### config.mk
export PLATFORM = sky130hd
export DESIGN_NAME = led_pulse_train_generator
export DESIGN_NICKNAME = d
export VERILOG_FILES = /design/src/led_pulse_pkg.sv /design/src/led_pulse_train_generator.sv /design/src/led_tick_prescaler.sv
export VERILOG_INCLUDE_DIRS = /design/src /design/src/src
export SDC_FILE = /design/constraint.sdc
export NUM_CORES = 1
export LEC_CHECK = 0
export ABC_CLOCK_PERIOD_IN_PS = 2800
export CAP_MARGIN = 40
export CELL_PAD_IN_SITES_DETAIL_PLACEMENT = 1
export CELL_PAD_IN_SITES_GLOBAL_PLACEMENT = 2
export CORE_UTILIZATION = 41
export DETAILED_ROUTE_END_ITERATION = 16
export DONT_BUFFER_PORTS = 1
export PLACE_DENSITY = 0.79
export SYNTH_ARGS = -nofsm -noshare
export SYNTH_HDL_FRONTEND = slang
export SYNTH_SLANG_ARGS = --single-unit
### constraint.sdc
create_clock -name clock -period 2.8 [get_ports clock]
set_input_delay 0.56 -clock clock [delete_from_list [all_inputs] [get_ports clock]]
set_output_delay 0.56 -clock clock [all_outputs]
set_load 0.01 [all_outputs]
### src/led_pulse_cfg.svh
// constants for the led pulse train generator
//
// Overview of operation
// twelve-bit pattern, low byte first, position 0 first
// one bit lights led, zero bit darkens
// bits 7:6 choose per-position hold duration
// bits 5:4 choose length 12/10/9/8
// after last position restart at position 0
// host enables sync pin and clock-select value; no sync pin or clock select here, TICK_CYCLES fixes the tick
// durations are exact counts of prescaled ticks
`ifndef LED_PULSE_CFG_SVH
`define LED_PULSE_CFG_SVH

// ==========================================================================
// register map
`define OFS_PATTERN_LOW_BYTE     8'h7c
`define OFS_PATTERN_CONTROL_HIGH 8'h7d
`define RST_PATTERN_LOW_BYTE     8'h00
`define RST_PATTERN_CONTROL_HIGH 8'h00

// ==========================================================================
// field positions in the control register
`define FLD_DUR_HI 7
`define FLD_DUR_LO 6
`define FLD_LEN_HI 5
`define FLD_LEN_LO 4
`define FLD_PAT_HI 3
`define FLD_PAT_LO 0

// ==========================================================================
// timing: durations in microseconds, tick is a third of the shortest
`define CLK_PERIOD_NS 10
`define DUR_00_US     41670
`define DUR_01_US     55550
`define DUR_10_US     83330
`define DUR_11_US     125000
`define TICK_US       13889
`define TICK_CYCLES   ((`TICK_US * 1000) / `CLK_PERIOD_NS)
`define DUR_TICKS(d)  (((d) + (`TICK_US / 2)) / `TICK_US)

`endif

### src/led_pulse_pkg.sv
// types shared by the led pulse train generator
package led_pulse_pkg;

  // fields of the control register
  typedef struct packed {
    logic [1:0] dur_sel;
    logic [1:0] len_sel;
    logic [3:0] pat_hi;
  } ctrl_fields_t;

  // one register access from the serial core
  typedef struct packed {
    logic       wr;
    logic       rd;
    logic [7:0] addr;
    logic [7:0] wdata;
  } reg_req_t;

endpackage

### src/led_pulse_train_generator.sv
// led pulse train generator: registers, position sequencer and led drive
`timescale 1ns/100ps
`include "led_pulse_cfg.svh"

module led_pulse_train_generator #(
  parameter int unsigned TICK_CYCLES = `TICK_CYCLES
) (
  // clock and reset
  input  wire logic                     clock,
  input  wire logic                     rst_n,
  // register access from the serial core
  input  wire led_pulse_pkg::reg_req_t  reg_req,
  output logic [7:0]                    reg_rdata,
  // indicator
  output logic                          led_on,
  output logic [3:0]                    pattern_pos
);

  // ========================================================================
  // decode helpers

  // last position for a length select
  function automatic logic [3:0] last_pos_of(input logic [1:0] len);
    case (len)
      2'b00: last_pos_of = 4'hb;
      2'b01: last_pos_of = 4'h9;
      2'b10: last_pos_of = 4'h8;
      default: last_pos_of = 4'h7;
    endcase
  endfunction

  // prescaled ticks per position for a duration select
  function automatic logic [3:0] ticks_of(input logic [1:0] dur);
    case (dur)
      2'b00: ticks_of = 4'(`DUR_TICKS(`DUR_00_US));
      2'b01: ticks_of = 4'(`DUR_TICKS(`DUR_01_US));
      2'b10: ticks_of = 4'(`DUR_TICKS(`DUR_10_US));
      default: ticks_of = 4'(`DUR_TICKS(`DUR_11_US));
    endcase
  endfunction

  // ========================================================================
  // registers

  logic [7:0]                  pattern_low_byte_reg;
  led_pulse_pkg::ctrl_fields_t pattern_control_high_reg;
  logic [7:0]                  rdata_next;

  // software writes to the two registers
  always_ff @(posedge clock or negedge rst_n) begin
    if (!rst_n) begin
      pattern_low_byte_reg     <= `RST_PATTERN_LOW_BYTE;
      pattern_control_high_reg <= `RST_PATTERN_CONTROL_HIGH;
    end else if (reg_req.wr) begin
      if (reg_req.addr == `OFS_PATTERN_LOW_BYTE) begin
        pattern_low_byte_reg <= reg_req.wdata;
      end else if (reg_req.addr == `OFS_PATTERN_CONTROL_HIGH) begin
        pattern_control_high_reg <= reg_req.wdata;
      end
    end
  end

  // read mux, unmapped addresses read zero
  always_comb begin
    if (reg_req.addr == `OFS_PATTERN_LOW_BYTE) begin
      rdata_next = pattern_low_byte_reg;
    end else if (reg_req.addr == `OFS_PATTERN_CONTROL_HIGH) begin
      rdata_next = pattern_control_high_reg;
    end else begin
      rdata_next = 8'h00;
    end
  end

  // read data held until the next read
  always_ff @(posedge clock or negedge rst_n) begin
    if (!rst_n) begin
      reg_rdata <= 8'h00;
    end else if (reg_req.rd) begin
      reg_rdata <= rdata_next;
    end
  end

  // ========================================================================
  // timebase

  logic tick;

  led_tick_prescaler #(
    .TICK_CYCLES (TICK_CYCLES)
  ) u_prescaler (
    .clock (clock),
    .rst_n (rst_n),
    .tick  (tick)
  );

  // ========================================================================
  // position sequencer

  logic [11:0] pattern_w;
  logic [3:0]  last_pos;
  logic [3:0]  dur_ticks;
  logic [3:0]  tick_cnt_reg;
  logic [3:0]  pos_reg;
  logic        hold_done;
  logic        over_range;

  // twelve-bit pattern, control low nibble on top
  assign pattern_w  = {pattern_control_high_reg.pat_hi, pattern_low_byte_reg};
  assign last_pos   = last_pos_of(pattern_control_high_reg.len_sel);
  assign dur_ticks  = ticks_of(pattern_control_high_reg.dur_sel);
  assign hold_done  = tick && (tick_cnt_reg >= dur_ticks - 4'h1);
  assign over_range = (pos_reg > last_pos);

  // ticks spent on the current position
  always_ff @(posedge clock or negedge rst_n) begin
    if (!rst_n) begin
      tick_cnt_reg <= 4'h0;
    end else if (over_range || hold_done) begin
      tick_cnt_reg <= 4'h0;
    end else if (tick) begin
      tick_cnt_reg <= tick_cnt_reg + 4'h1;
    end
  end

  // position advance and wrap
  always_ff @(posedge clock or negedge rst_n) begin
    if (!rst_n) begin
      pos_reg <= 4'h0;
    end else if (over_range) begin
      pos_reg <= 4'h0;
    end else if (hold_done) begin
      if (pos_reg == last_pos) begin
        pos_reg <= 4'h0;
      end else begin
        pos_reg <= pos_reg + 4'h1;
      end
    end
  end

  // led follows the bit at the current position
  always_ff @(posedge clock or negedge rst_n) begin
    if (!rst_n) begin
      led_on <= 1'b0;
    end else begin
      led_on <= pattern_w[pos_reg];
    end
  end

  assign pattern_pos = pos_reg;

  // ========================================================================
  // checks

  AST_LED_FOLLOWS: assert property (
    @(posedge clock) disable iff (!rst_n)
    $stable(pos_reg) && $stable(pattern_w) |-> led_on == pattern_w[pos_reg]
  ) else $error("led does not follow pattern bit");

  AST_WRAP_TO_ZERO: assert property (
    @(posedge clock) disable iff (!rst_n)
    hold_done && !over_range && pos_reg == last_pos |=> pos_reg == 4'h0
  ) else $error("position did not wrap to zero");

  AST_STEP_ONE: assert property (
    @(posedge clock) disable iff (!rst_n)
    hold_done && pos_reg < last_pos |=> pos_reg == $past(pos_reg) + 4'h1
  ) else $error("position did not step by one");

  AST_LENGTH_BOUND: assert property (
    @(posedge clock) disable iff (!rst_n)
    pos_reg > last_pos |=> pos_reg == 4'h0
  ) else $error("position beyond selected length");

  AST_HOLD_COUNT: assert property (
    @(posedge clock) disable iff (!rst_n)
    tick && !over_range && tick_cnt_reg < dur_ticks - 4'h1
      |=> $stable(pos_reg) && tick_cnt_reg == $past(tick_cnt_reg) + 4'h1
  ) else $error("position left before duration elapsed");

  AST_ONLY_ON_TICK: assert property (
    @(posedge clock) disable iff (!rst_n)
    !tick && !over_range |=> $stable(pos_reg) && $stable(tick_cnt_reg)
  ) else $error("sequencer moved without a tick");

  AST_LOW_WRITE: assert property (
    @(posedge clock) disable iff (!rst_n)
    reg_req.wr && reg_req.addr == `OFS_PATTERN_LOW_BYTE
      |=> pattern_w[7:0] == $past(reg_req.wdata)
  ) else $error("pattern low byte not written");

  AST_CTRL_WRITE: assert property (
    @(posedge clock) disable iff (!rst_n)
    reg_req.wr && reg_req.addr == `OFS_PATTERN_CONTROL_HIGH
      |=> last_pos == last_pos_of($past(reg_req.wdata[`FLD_LEN_HI:`FLD_LEN_LO]))
  ) else $error("length select not written");

  AST_DUR_WRITE: assert property (
    @(posedge clock) disable iff (!rst_n)
    reg_req.wr && reg_req.addr == `OFS_PATTERN_CONTROL_HIGH
      |=> dur_ticks == ticks_of($past(reg_req.wdata[`FLD_DUR_HI:`FLD_DUR_LO]))
  ) else $error("duration select not written");

  AST_HIGH_WRITE: assert property (
    @(posedge clock) disable iff (!rst_n)
    reg_req.wr && reg_req.addr == `OFS_PATTERN_CONTROL_HIGH
      |=> pattern_w[11:8] == $past(reg_req.wdata[`FLD_PAT_HI:`FLD_PAT_LO])
  ) else $error("pattern high nibble not written");

  AST_HOLD_RESTART: assert property (
    @(posedge clock) disable iff (!rst_n)
    hold_done || over_range |=> tick_cnt_reg == 4'h0
  ) else $error("hold count not restarted");

  AST_READ_LOW: assert property (
    @(posedge clock) disable iff (!rst_n)
    reg_req.rd && reg_req.addr == `OFS_PATTERN_LOW_BYTE
      |=> reg_rdata == $past(pattern_w[7:0])
  ) else $error("low byte read back wrong");

  AST_READ_HIGH: assert property (
    @(posedge clock) disable iff (!rst_n)
    reg_req.rd && reg_req.addr == `OFS_PATTERN_CONTROL_HIGH
      |=> reg_rdata[3:0] == $past(pattern_w[11:8])
  ) else $error("high nibble read back wrong");

endmodule

### src/led_tick_prescaler.sv
// core clock prescaler giving the pulse train timebase
`timescale 1ns/100ps
`include "led_pulse_cfg.svh"

module led_tick_prescaler #(
  parameter int unsigned TICK_CYCLES = `TICK_CYCLES
) (
  // clock and reset
  input  wire logic clock,
  input  wire logic rst_n,
  // timebase
  output logic      tick
);

  localparam int W = $clog2(TICK_CYCLES + 1);
  localparam logic [W-1:0] LAST = W'(TICK_CYCLES - 1);

  logic [W-1:0] cnt_reg;

  // free running divider, one-cycle pulse at wrap
  always_ff @(posedge clock or negedge rst_n) begin
    if (!rst_n) begin
      cnt_reg <= '0;
    end else if (cnt_reg >= LAST) begin
      cnt_reg <= '0;
    end else begin
      cnt_reg <= cnt_reg + W'(1);
    end
  end

  assign tick = (cnt_reg >= LAST);

endmodule

# Word level (Yosys, flattened, before mapping)
# Index checks and enable logic that the tools add are counted.
# classes
bitwise,1
n_eq_ne,7
n_shift,0
mul,0
div_mod_pow,0
add_sub_neg,4
muxes,12
n_reduce_logical,8
magnitude_cmp,4
# ops
op,count
4-bit one-hot mux with 3 select lines,2
21-bit by 1-bit adder with 21-bit output (second input constant),1
21-bit >= comparator (second input constant),1
21-bit 2-to-1 mux,1
4-bit 2-to-1 mux,5
8-bit by 7-bit == test with 1-bit output (second input constant),2
8-bit 2-to-1 mux,2
4-bit by 1-bit adder with 4-bit output (second input constant),2
4-bit by 5-bit less-than comparator with 1-bit output (second input constant),1
1-bit binary-select mux with 4-bit select,1
2-bit by 1-bit == test with 1-bit output (second input constant),2
2-bit == test (second input constant),2
4-bit == test,1
4-bit >= comparator,1
4-bit > comparator,1
2-bit zero test,2
2-bit nonzero test,2
4-bit by 1-bit subtractor with 4-bit output (second input constant),1
3-bit AND reduction,1
2-bit AND reduction,1
1-bit logical AND,1
1-bit logical OR,1
1-bit 2-to-1 mux,1
1-bit NOT,1
# totals
register_bits,54
output_inout_bits,13
ram_bits,0
rom_bits,0
wordCells,45
mem_count,0
latch_bits,0
in_bits,20

# Logic depth before layout (Yosys ltp)
# Gate-level depths: netlist of the first run.
# logic_depth
ltp_word,7
ltp_mapped,10
ltp_nobuf,10

# By module
# Synthesis of the first run repeated with hierarchy kept, for this count alone.
# hier_totals
cells_unflattened,268
hier_area_um2,2979.1
# modules_own_cells
module,cells_per_inst,area_each_um2,instances
led_pulse_train_generator,155,1844.3,1
led_tick_prescaler,113,1134.8,1

# Worst setup path after synthesis of the first run
# OpenSTA, ideal clock, no wires.
# synth_path
path_kind,register to register
from,reg pattern_control_high_reg[4] (netlist bit)
to,reg pos_reg[2] (netlist: pattern_pos[2])
path_stages_with_launch,11
n_path_buf,0
slack_ns,0.508
setup_time_ns,0.066
t_arrival_ns,2.226
cell_sequence,dfrtp_1 > inv_1 > ha_1 > inv_1 > ha_1 > nor2b_1 > a211o_1 > a21o_1 > a21oi_1 > nor4bb_1 > a221o_1
# synth_between
elab_chain_cells,6
word_cells_on_any_way,10
classes_between,1 x order compare; 3 x eq/ne; 4 x mux; 2 x reduce/logical
# synth_lines
element,line_no,source
start: declaration,led_pulse_train_generator.sv:46,led_pulse_pkg::ctrl_fields_t pattern_control_high_reg;
start signal: assignment,led_pulse_train_generator.sv:53,pattern_control_high_reg <= `RST_PATTERN_CONTROL_HIGH;
start signal: assignment,led_pulse_train_generator.sv:58,pattern_control_high_reg <= reg_req.wdata;
2-bit == test (tied with other cells),led_pulse_train_generator.sv:24,case (len)
4-bit one-hot mux with 3 select lines (*),led_pulse_train_generator.sv:24,
4-bit == test,led_pulse_train_generator.sv:132,if (pos_reg == last_pos) begin
4-bit 2-to-1 mux,led_pulse_train_generator.sv:132,
4-bit 2-to-1 mux,led_pulse_train_generator.sv:131,end else if (hold_done) begin
4-bit 2-to-1 mux,led_pulse_train_generator.sv:129,end else if (over_range) begin
end signal: assignment,led_pulse_train_generator.sv:135,pos_reg <= pos_reg + 4'h1;
end: declaration,led_pulse_train_generator.sv:103,logic [3:0] pos_reg;
# Every way passes the cells marked *; elsewhere a longest branch is shown, timed or not. The select of a mux whose other input is x is not followed.
# A chain may end at the register's enable or synchronous reset.

# Worst setup path in the final report of the first run
# Same ends and word-level chain as after synthesis.

==> flow_metrics.tcl, run 1 <==
set metrics [dict create \
    grt_overflow 0 \
    synth_xor_area_share_pct 5.50 \
    p_int_mw 1.10 \
    clock_latency_ns 0.31 \
    synth_area_per_cell_um2 10.7 \
    layout_common_cells "54 x dfrtp_1, 40 x nor2_1, 17 x ha_1" \
    fin_crit_ns 2.55 \
    die_h_um 85.6 \
    tightest_slew_ns 0.580 \
    critPathKind "reg -> reg" \
    fmax_mhz 393 \
    p_per_area_nw_per_um2 461 \
    dp.cells 348 \
    timing.rr.start "pattern_control_high_reg[4]" \
    maxCapViolations 0 \
    synthAdderAreaFrac_pct 7.42 \
    synth_area_leaders "dfrtp_1 47%, ha_1 7.4%, mux2_2 6.3%" \
    rsz0062_at_grt "no" \
    drtPass1Iterations 4 \
    grt_first_pass_wirelength_mm 10.5 \
    start_util_pct 42.4 \
    grt_pass1_vias 2084 \
    ys_ff_latch 54 \
    die_area_um2 7330 \
    peakVddDrop_uv 263 \
    worstPathCellList "inv_1 > ha_1 > inv_1 > ha_1 > nor2b_1 > a211o_1 > a21o_1 > a21oi_2 > nor4bb_1 > a221o_1" \
    clkSlewWorstSetupHoldPaths_ns 0.11 \
    synth_nets 306 \
    drive_above_1_share_pct 14.8 \
    antenna_cells 0 \
    synth_edf_count 0 \
    nFillCells 747 \
    final_cells 357 \
    syn_area_um2 2870 \
    timing.setup.tns_ns 0 \
    num_vias 2007 \
    layout_commonest_cell "dfrtp_1" \
    syn_inst 269 \
    end_kind "register" \
    p_seq_share_pct 56.9 \
    synth_cell_types 48 \
    cp_slowest_stage_delay_ns 0.41 \
    fin_crit_sh_pct 91.0 \
    status "finished clean" \
    pwr-share-clk_pct 38.5 \
    power_frac_comb_pct 4.6 \
    root_buffer "clkbuf_8" \
    htreeDepth 2 \
    place.gp.congestion 0.710 \
    grt_antenna_before_repair 0 \
    ant_nets 0 \
    startpoint "pattern_control_high_reg[4]" \
    io-pin-count 33 \
    start_kind "register" \
    relSlewSlack_pct 61.3 \
    cts_sinks 54 \
    syn_to_final_growth_pct 8.90 \
    cts_tree "built" \
    p_switching_mw 0.339 \
    synth-compound-area-share_pct 10.7 \
    r2r-end "pattern_pos[2]" \
    fp-row-count 30 \
    die_x_um 85.6 \
    hold_viol 0 \
    yosysSeqAreaShare_pct 47.1 \
    dp.final_hpwl_mm 4.39 \
    rrSetupSlack_ns 0.25 \
    p_sw_share_pct 23.5 \
    yosys_warnings 0 \
    core_area_um2 6760 \
    drt_iter0_drc 73 \
    synthMuxAreaShare_pct 9.34 \
    synth-simple-area-share_pct 17.0 \
    crit_fanout 6 \
    synth_ff_type "dfrtp_1" \
    min_path_type "in -> async" \
    largest_reg_flops 21 \
    route.detailed.wl_per_inst_um 17.1 \
    clock_path_buffers 2 \
    grt_max_degree 55 \
    yosys.area.top_type "dfrtp_1" \
    endpoint "pattern_pos[2]" \
    drt-total-wl_mm 6.12 \
    via_per_inst 5.62 \
    setup_viol 0 \
    final_nets 313 \
    rr_worst_depth 10 \
    cp.required_ns 3.05 \
    async_flop_share_pct 100 \
    drc 0 \
    finClkSkew_ns 0.00765 \
    cts_setup_buffers 0 \
    cp_data_arrival_time_ns 2.80 \
    io_buffer_count 0 \
    leakagePower_nw 1.42 \
    slowest_stage "dfrtp_1" \
    slew_viol_final 0 \
    track_usage_pct 18.2 \
    netlist.area_leader.share_pct 47.1 \
    synth_top_family_by_area "simple AND/OR/NAND/NOR gates" \
    cts_buffers 5 \
]
[kinds of logic (layout without fill, tap and decap cells)]
logic type / count (synthesis) / in the layout
fa+ha+maj: 17 / 17
xor+xnor: 18 / 18
mux: 21 / 21
compound gates: 44 / 44
buf+inv: 19 / 27
flops: 54 / 54
simple gates: 96 / 96
[per-layer routing]
metal / vias up / GRT usage, % / routed length, um
met5: - / 0 / 0
li1: 965 / - / -
met1: 1010 / 24.2 / 2810
met3: 2 / 3.66 / 207
met2: 30 / 30.3 / 3070
met4: 0 / 5.30 / 32
[repair_timing]
item / in CTS / in global routing
hold endpoints to repair: 54 / 0
gates resized for setup: 0 / 2
setup endpoints to repair: 0 / 3
hold buffers: 1 / 0
[synthesized netlist by cell type (3+ instances only)]
cell / number
inv_1: 12
a21oi_1: 12
buf_4: 3
nor2_1: 40
nand4_1: 3
o21ai_0: 8
dfrtp_1: 54
xor2_1: 10
mux2_2: 16
mux4_2: 3
nand2b_1: 3
o2bb2ai_1: 3
ha_1: 17
xnor2_1: 8
nand2_1: 15
a22oi_1: 8
nor3_1: 3
and3_1: 5
nand3_1: 9
[power by group through the flow]
stage / Combinational (mW) / Sequential (mW) / Clock [mW]
finish: 0.0664 / 0.819 / 0.555
global route: 0.0778 / 0.821 / 0.605
CTS: 0.0684 / 0.819 / 0.579
detailed placement: 0.0478 / 0.835 / 0
global placement: 0.0452 / 0.833 / 0
floorplan: 0.0423 / 0.829 / 0
[worst min-delay path by stage]
stage	start	end	slack, ns	depth (start not counted)
after floorplan	rst_n	led_on	0.26	0
after global placement	rst_n	pattern_pos[0]	0.27	0
after detailed placement	rst_n	pattern_pos[0]	0.27	0
after CTS	rst_n	pattern_low_byte_reg[4]	0.09	1
after global routing	rst_n	pattern_low_byte_reg[4]	0.08	1
final	rst_n	pattern_control_high_reg[7]	0.09	1
[area by class of cell]
| type | count | area, um^2 | area share [%] |
|---|---|---|---|
| clock buffers | 5 | 68.8 | 2.20 |
| flip-flops and latches | 54 | 1350 | 43.3 |
| inverters | 12 | 45.0 | 1.44 |
| clock inverters | 3 | 48.8 | 1.56 |
| multi-input cells | 196 | 1440 | 46.0 |
| well taps | 80 | 100 | 3.21 |
| repair buffers | 7 | 72.6 | 2.32 |
[metrics by stage]
stage	util, %	cell area (um^2)	hold WS [ns]	setup WS [ns]	power [mW]
4_1_cts	46.2	3120	0.0940	0.146	1.47
3_5_place_dp	44.0	2970	0.266	0.185	0.883
5_1_grt	46.2	3120	0.0828	0.0697	1.50
2_1_floorplan	-	2870	0.264	0.508	0.872
3_3_place_gp	44.0	2970	0.267	0.337	0.878
6_report	46.2	3120	0.0928	0.252	1.44
[worst max-delay path, delay by kind of cell, from the launching register on]
| kind | cells | cell delay, ns |
|---|---|---|
| compound gates | 4 | 0.89 |
| flops | 1 | 0.41 |
| buf+inv | 2 | 0.10 |
| simple gates | 2 | 0.52 |
| fa+ha+maj | 2 | 0.56 |
Note: power is estimated with default switching activity, not from simulation.
==> inputs of run 2 (changes only) <==
--- a/config.mk
+++ b/config.mk
@@ -6,11 +6,12 @@
 export SDC_FILE = /design/constraint.sdc
 export NUM_CORES = 1
 export LEC_CHECK = 0
+export ABC_AREA = 1
 export ABC_CLOCK_PERIOD_IN_PS = 2800
 export CAP_MARGIN = 40
 export CELL_PAD_IN_SITES_DETAIL_PLACEMENT = 1
 export CELL_PAD_IN_SITES_GLOBAL_PLACEMENT = 2
-export CORE_UTILIZATION = 41
+export CORE_UTILIZATION = 37
 export DETAILED_ROUTE_END_ITERATION = 16
 export DONT_BUFFER_PORTS = 1
 export PLACE_DENSITY = 0.79
==> flow_metrics.tcl, run 2 <==
set metrics [dict create \
    die_area_um2 8830 \
    holdWs_ns 0.0814 \
    dp_slack_ns 0.591 \
    synth_area_per_cell_um2 7.89 \
    synth_cell_types 31 \
    p_switching_mw 0.378 \
    worstPathCellList "inv_1 > ha_1 > inv_1 > ha_1 > inv_1 > nor2_1 > o21bai_1 > nand2_1 > nand2_2 > inv_1 > nor2_2 > inv_1 > nand3_1 > nand2_1" \
    critPathKind "reg -> reg" \
    async_flop_share_pct 100 \
    final_cells 507 \
    synth_common_cells "78 x nand2_1, 56 x nor2_1, 54 x dfrtp_1, 49 x inv_1, 31 x nand3_1" \
    syn_inst 397 \
    cts_sinks 54 \
    root_buffer "clkbuf_8" \
    p_total_mw 1.40 \
    pwr-share-clk_pct 34.1 \
    crit_fanout 9 \
    start_kind "register" \
    syn_to_final_growth_pct 6.99 \
    power_frac_comb_pct 8.3 \
    grt_first_pass_wirelength_mm 13.0 \
    yosys.area.top_type "dfrtp_1" \
    drt_iter0_drc 65 \
    start_util_pct 38.1 \
    place_area_um2 3220 \
    yosysMostFrequentCell "nand2_1" \
    num_vias 2521 \
    maxCapViolations 0 \
    die_h_um 94.0 \
    synth_nets 434 \
    syn_area_um2 3130 \
    p_int_mw 1.03 \
    grt_max_degree 55 \
    relSlewSlack_pct 61.1 \
    cp_data_arrival_time_ns 2.44 \
    slew_viol_final 0 \
    min_path_type "in -> async" \
    drc 0 \
    fin_area_um2 3350 \
    setup_viol 0 \
    nFillCells 1016 \
    slowest_stage "dfrtp_1" \
    die_x_um 94.0 \
    largest_reg_flops 21 \
    ys_ff_latch 54 \
    drtPass1Iterations 4 \
    fp-row-count 33 \
    layout_commonest_cell "nand2_1" \
    drive_above_1_share_pct 8.71 \
    fmax_mhz 450 \
    rsz0062_at_grt "no" \
    dp.cells 498 \
    cts_buffers 5 \
    antenna_cells 0 \
    cp.required_ns 3.02 \
    grt_pass1_vias 2568 \
    finClkSkew_ns 0.0126 \
    drt-total-wl_mm 7.58 \
    synth_edf_count 0 \
    yosysSeqAreaShare_pct 43.2 \
    tightest_slew_ns 0.579 \
    synth_ff_type "dfrtp_1" \
    clock_path_buffers 2 \
    layout_common_cells "78 x nand2_1, 56 x nor2_1, 54 x dfrtp_1" \
    p_per_area_nw_per_um2 419 \
    critPathBufInv 5 \
    core_area_um2 8220 \
    timing.setup.tns_ns 0 \
    hold_viol 0 \
    htreeDepth 2 \
    fin_crit_ns 2.22 \
    clkSlewWorstSetupHoldPaths_ns 0.11 \
    finish.utilization_pct 40.8 \
    clock_latency_ns 0.32 \
    synth_area_leaders "dfrtp_1 43%, nand2_1 9.4%, ha_1 6.8%" \
    end_kind "register" \
    cp_slowest_stage_delay_ns 0.37 \
    final_nets 438 \
    io_buffer_count 0 \
    cts_tree "built" \
    layout_setup_ws_ns 0.580 \
    place.gp.congestion 0.781 \
    netlist.area_leader.share_pct 43.2 \
    grt_overflow 0 \
    cpMostUsedCell "inv_1" \
    status "finished clean" \
    via_per_inst 4.97 \
    leakagePower_nw 1.73 \
    yosys_warnings 0 \
    p_seq_share_pct 57.7 \
    ant_nets 0 \
    route.detailed.wl_per_inst_um 15.0 \
    track_usage_pct 19.0 \
    crit_family "simple AND/OR/NAND/NOR gates" \
    grt_antenna_before_repair 0 \
    dp.final_hpwl_mm 5.74 \
    io-pin-count 33 \
    p_sw_share_pct 26.9 \
    fin_crit_sh_pct 79.3 \
    peakVddDrop_uv 226 \
]
run 2: area by class of cell:
| class | instances | area [um^2] | share of cell area, % |
|---|---|---|---|
| Sequential cell | 54 | 1350 | 40.3 |
| Multi-Input combinational cell | 284 | 1530 | 45.6 |
| Inverter | 53 | 199 | 5.94 |
| Clock inverter | 3 | 28.8 | 0.859 |
| Tap cell | 105 | 131 | 3.92 |
| Timing Repair Buffer | 3 | 42.5 | 1.27 |
| Clock buffer | 5 | 68.8 | 2.05 |
run 2: final timing paths:
check	from	slack (ns)	cells after the start	to
max	pattern_control_high_reg[4]	0.58	14	pattern_pos[1]
min	rst_n	0.08	1	pattern_pos[3]
max reg2reg	pattern_control_high_reg[4]	0.58	14	pattern_pos[1]
min reg2reg	u_prescaler.cnt_reg[0]	0.49	1	u_prescaler.cnt_reg[0]
max in group asynchronous	rst_n	2.46	1	pattern_control_high_reg[1]
min in group clock	reg_req[5]	0.35	2	pattern_control_high_reg[5]
run 2: what timing repair did:
item / 4_1_cts / 5_1_grt
hold endpoints to repair: 54 / 0
hold buffers: 1 / 0
buffers inserted: 0 / 0
resized for setup: 0 / 0
run 2: logic make-up (layout without fill, tap and decap cells):
group / Yosys count / count (layout) / share of synthesized area [%]
XOR/XNOR: 12 / 12 / 3.36
multiplexers: 1 / 1 / 0.360
AO/OA/AOI/OAI: 59 / 59 / 10.4
adder cells (fa/ha/maj): 17 / 17 / 6.79
flip-flops: 54 / 54 / 43.2
buffers and inverters: 59 / 64 / 8.03
AND/OR/NAND/NOR: 195 / 195 / 27.9
run 2: routing by layer:
layer / wire length (um) / track usage [%] / part of all wire [%] / up-vias
li1: - / - / - / 1293
met1: 4100 / 28.7 / 54 / 1204
met2: 3260 / 28.2 / 43 / 19
met3: 151 / 3.07 / 2.0 / 5
met4: 70 / 4.23 / 0.92 / 0
met5: 0 / 0 / 0 / -
run 2: power groups by stage:
| stage | Combinational [mW] | Sequential, mW | Clock (mW) |
|---|---|---|---|
| 4_1_cts | 0.120 | 0.810 | 0.499 |
| 6_report | 0.116 | 0.810 | 0.478 |
| 3_5_place_dp | 0.0976 | 0.825 | 0 |
| 3_3_place_gp | 0.0946 | 0.824 | 0 |
| 2_1_floorplan | 0.0780 | 0.822 | 0 |
| 5_1_grt | 0.138 | 0.812 | 0.529 |
run 2: worst register-to-register path, stage by stage, from the launching register on:
cell,delay [ns]
dfrtp_1,0.37
inv_1,0.08
ha_1,0.28
inv_1,0.04
ha_1,0.28
inv_1,0.06
nor2_1,0.04
o21bai_1,0.16
nand2_1,0.11
nand2_2,0.16
inv_1,0.07
nor2_2,0.18
inv_1,0.12
nand3_1,0.11
nand2_1,0.06
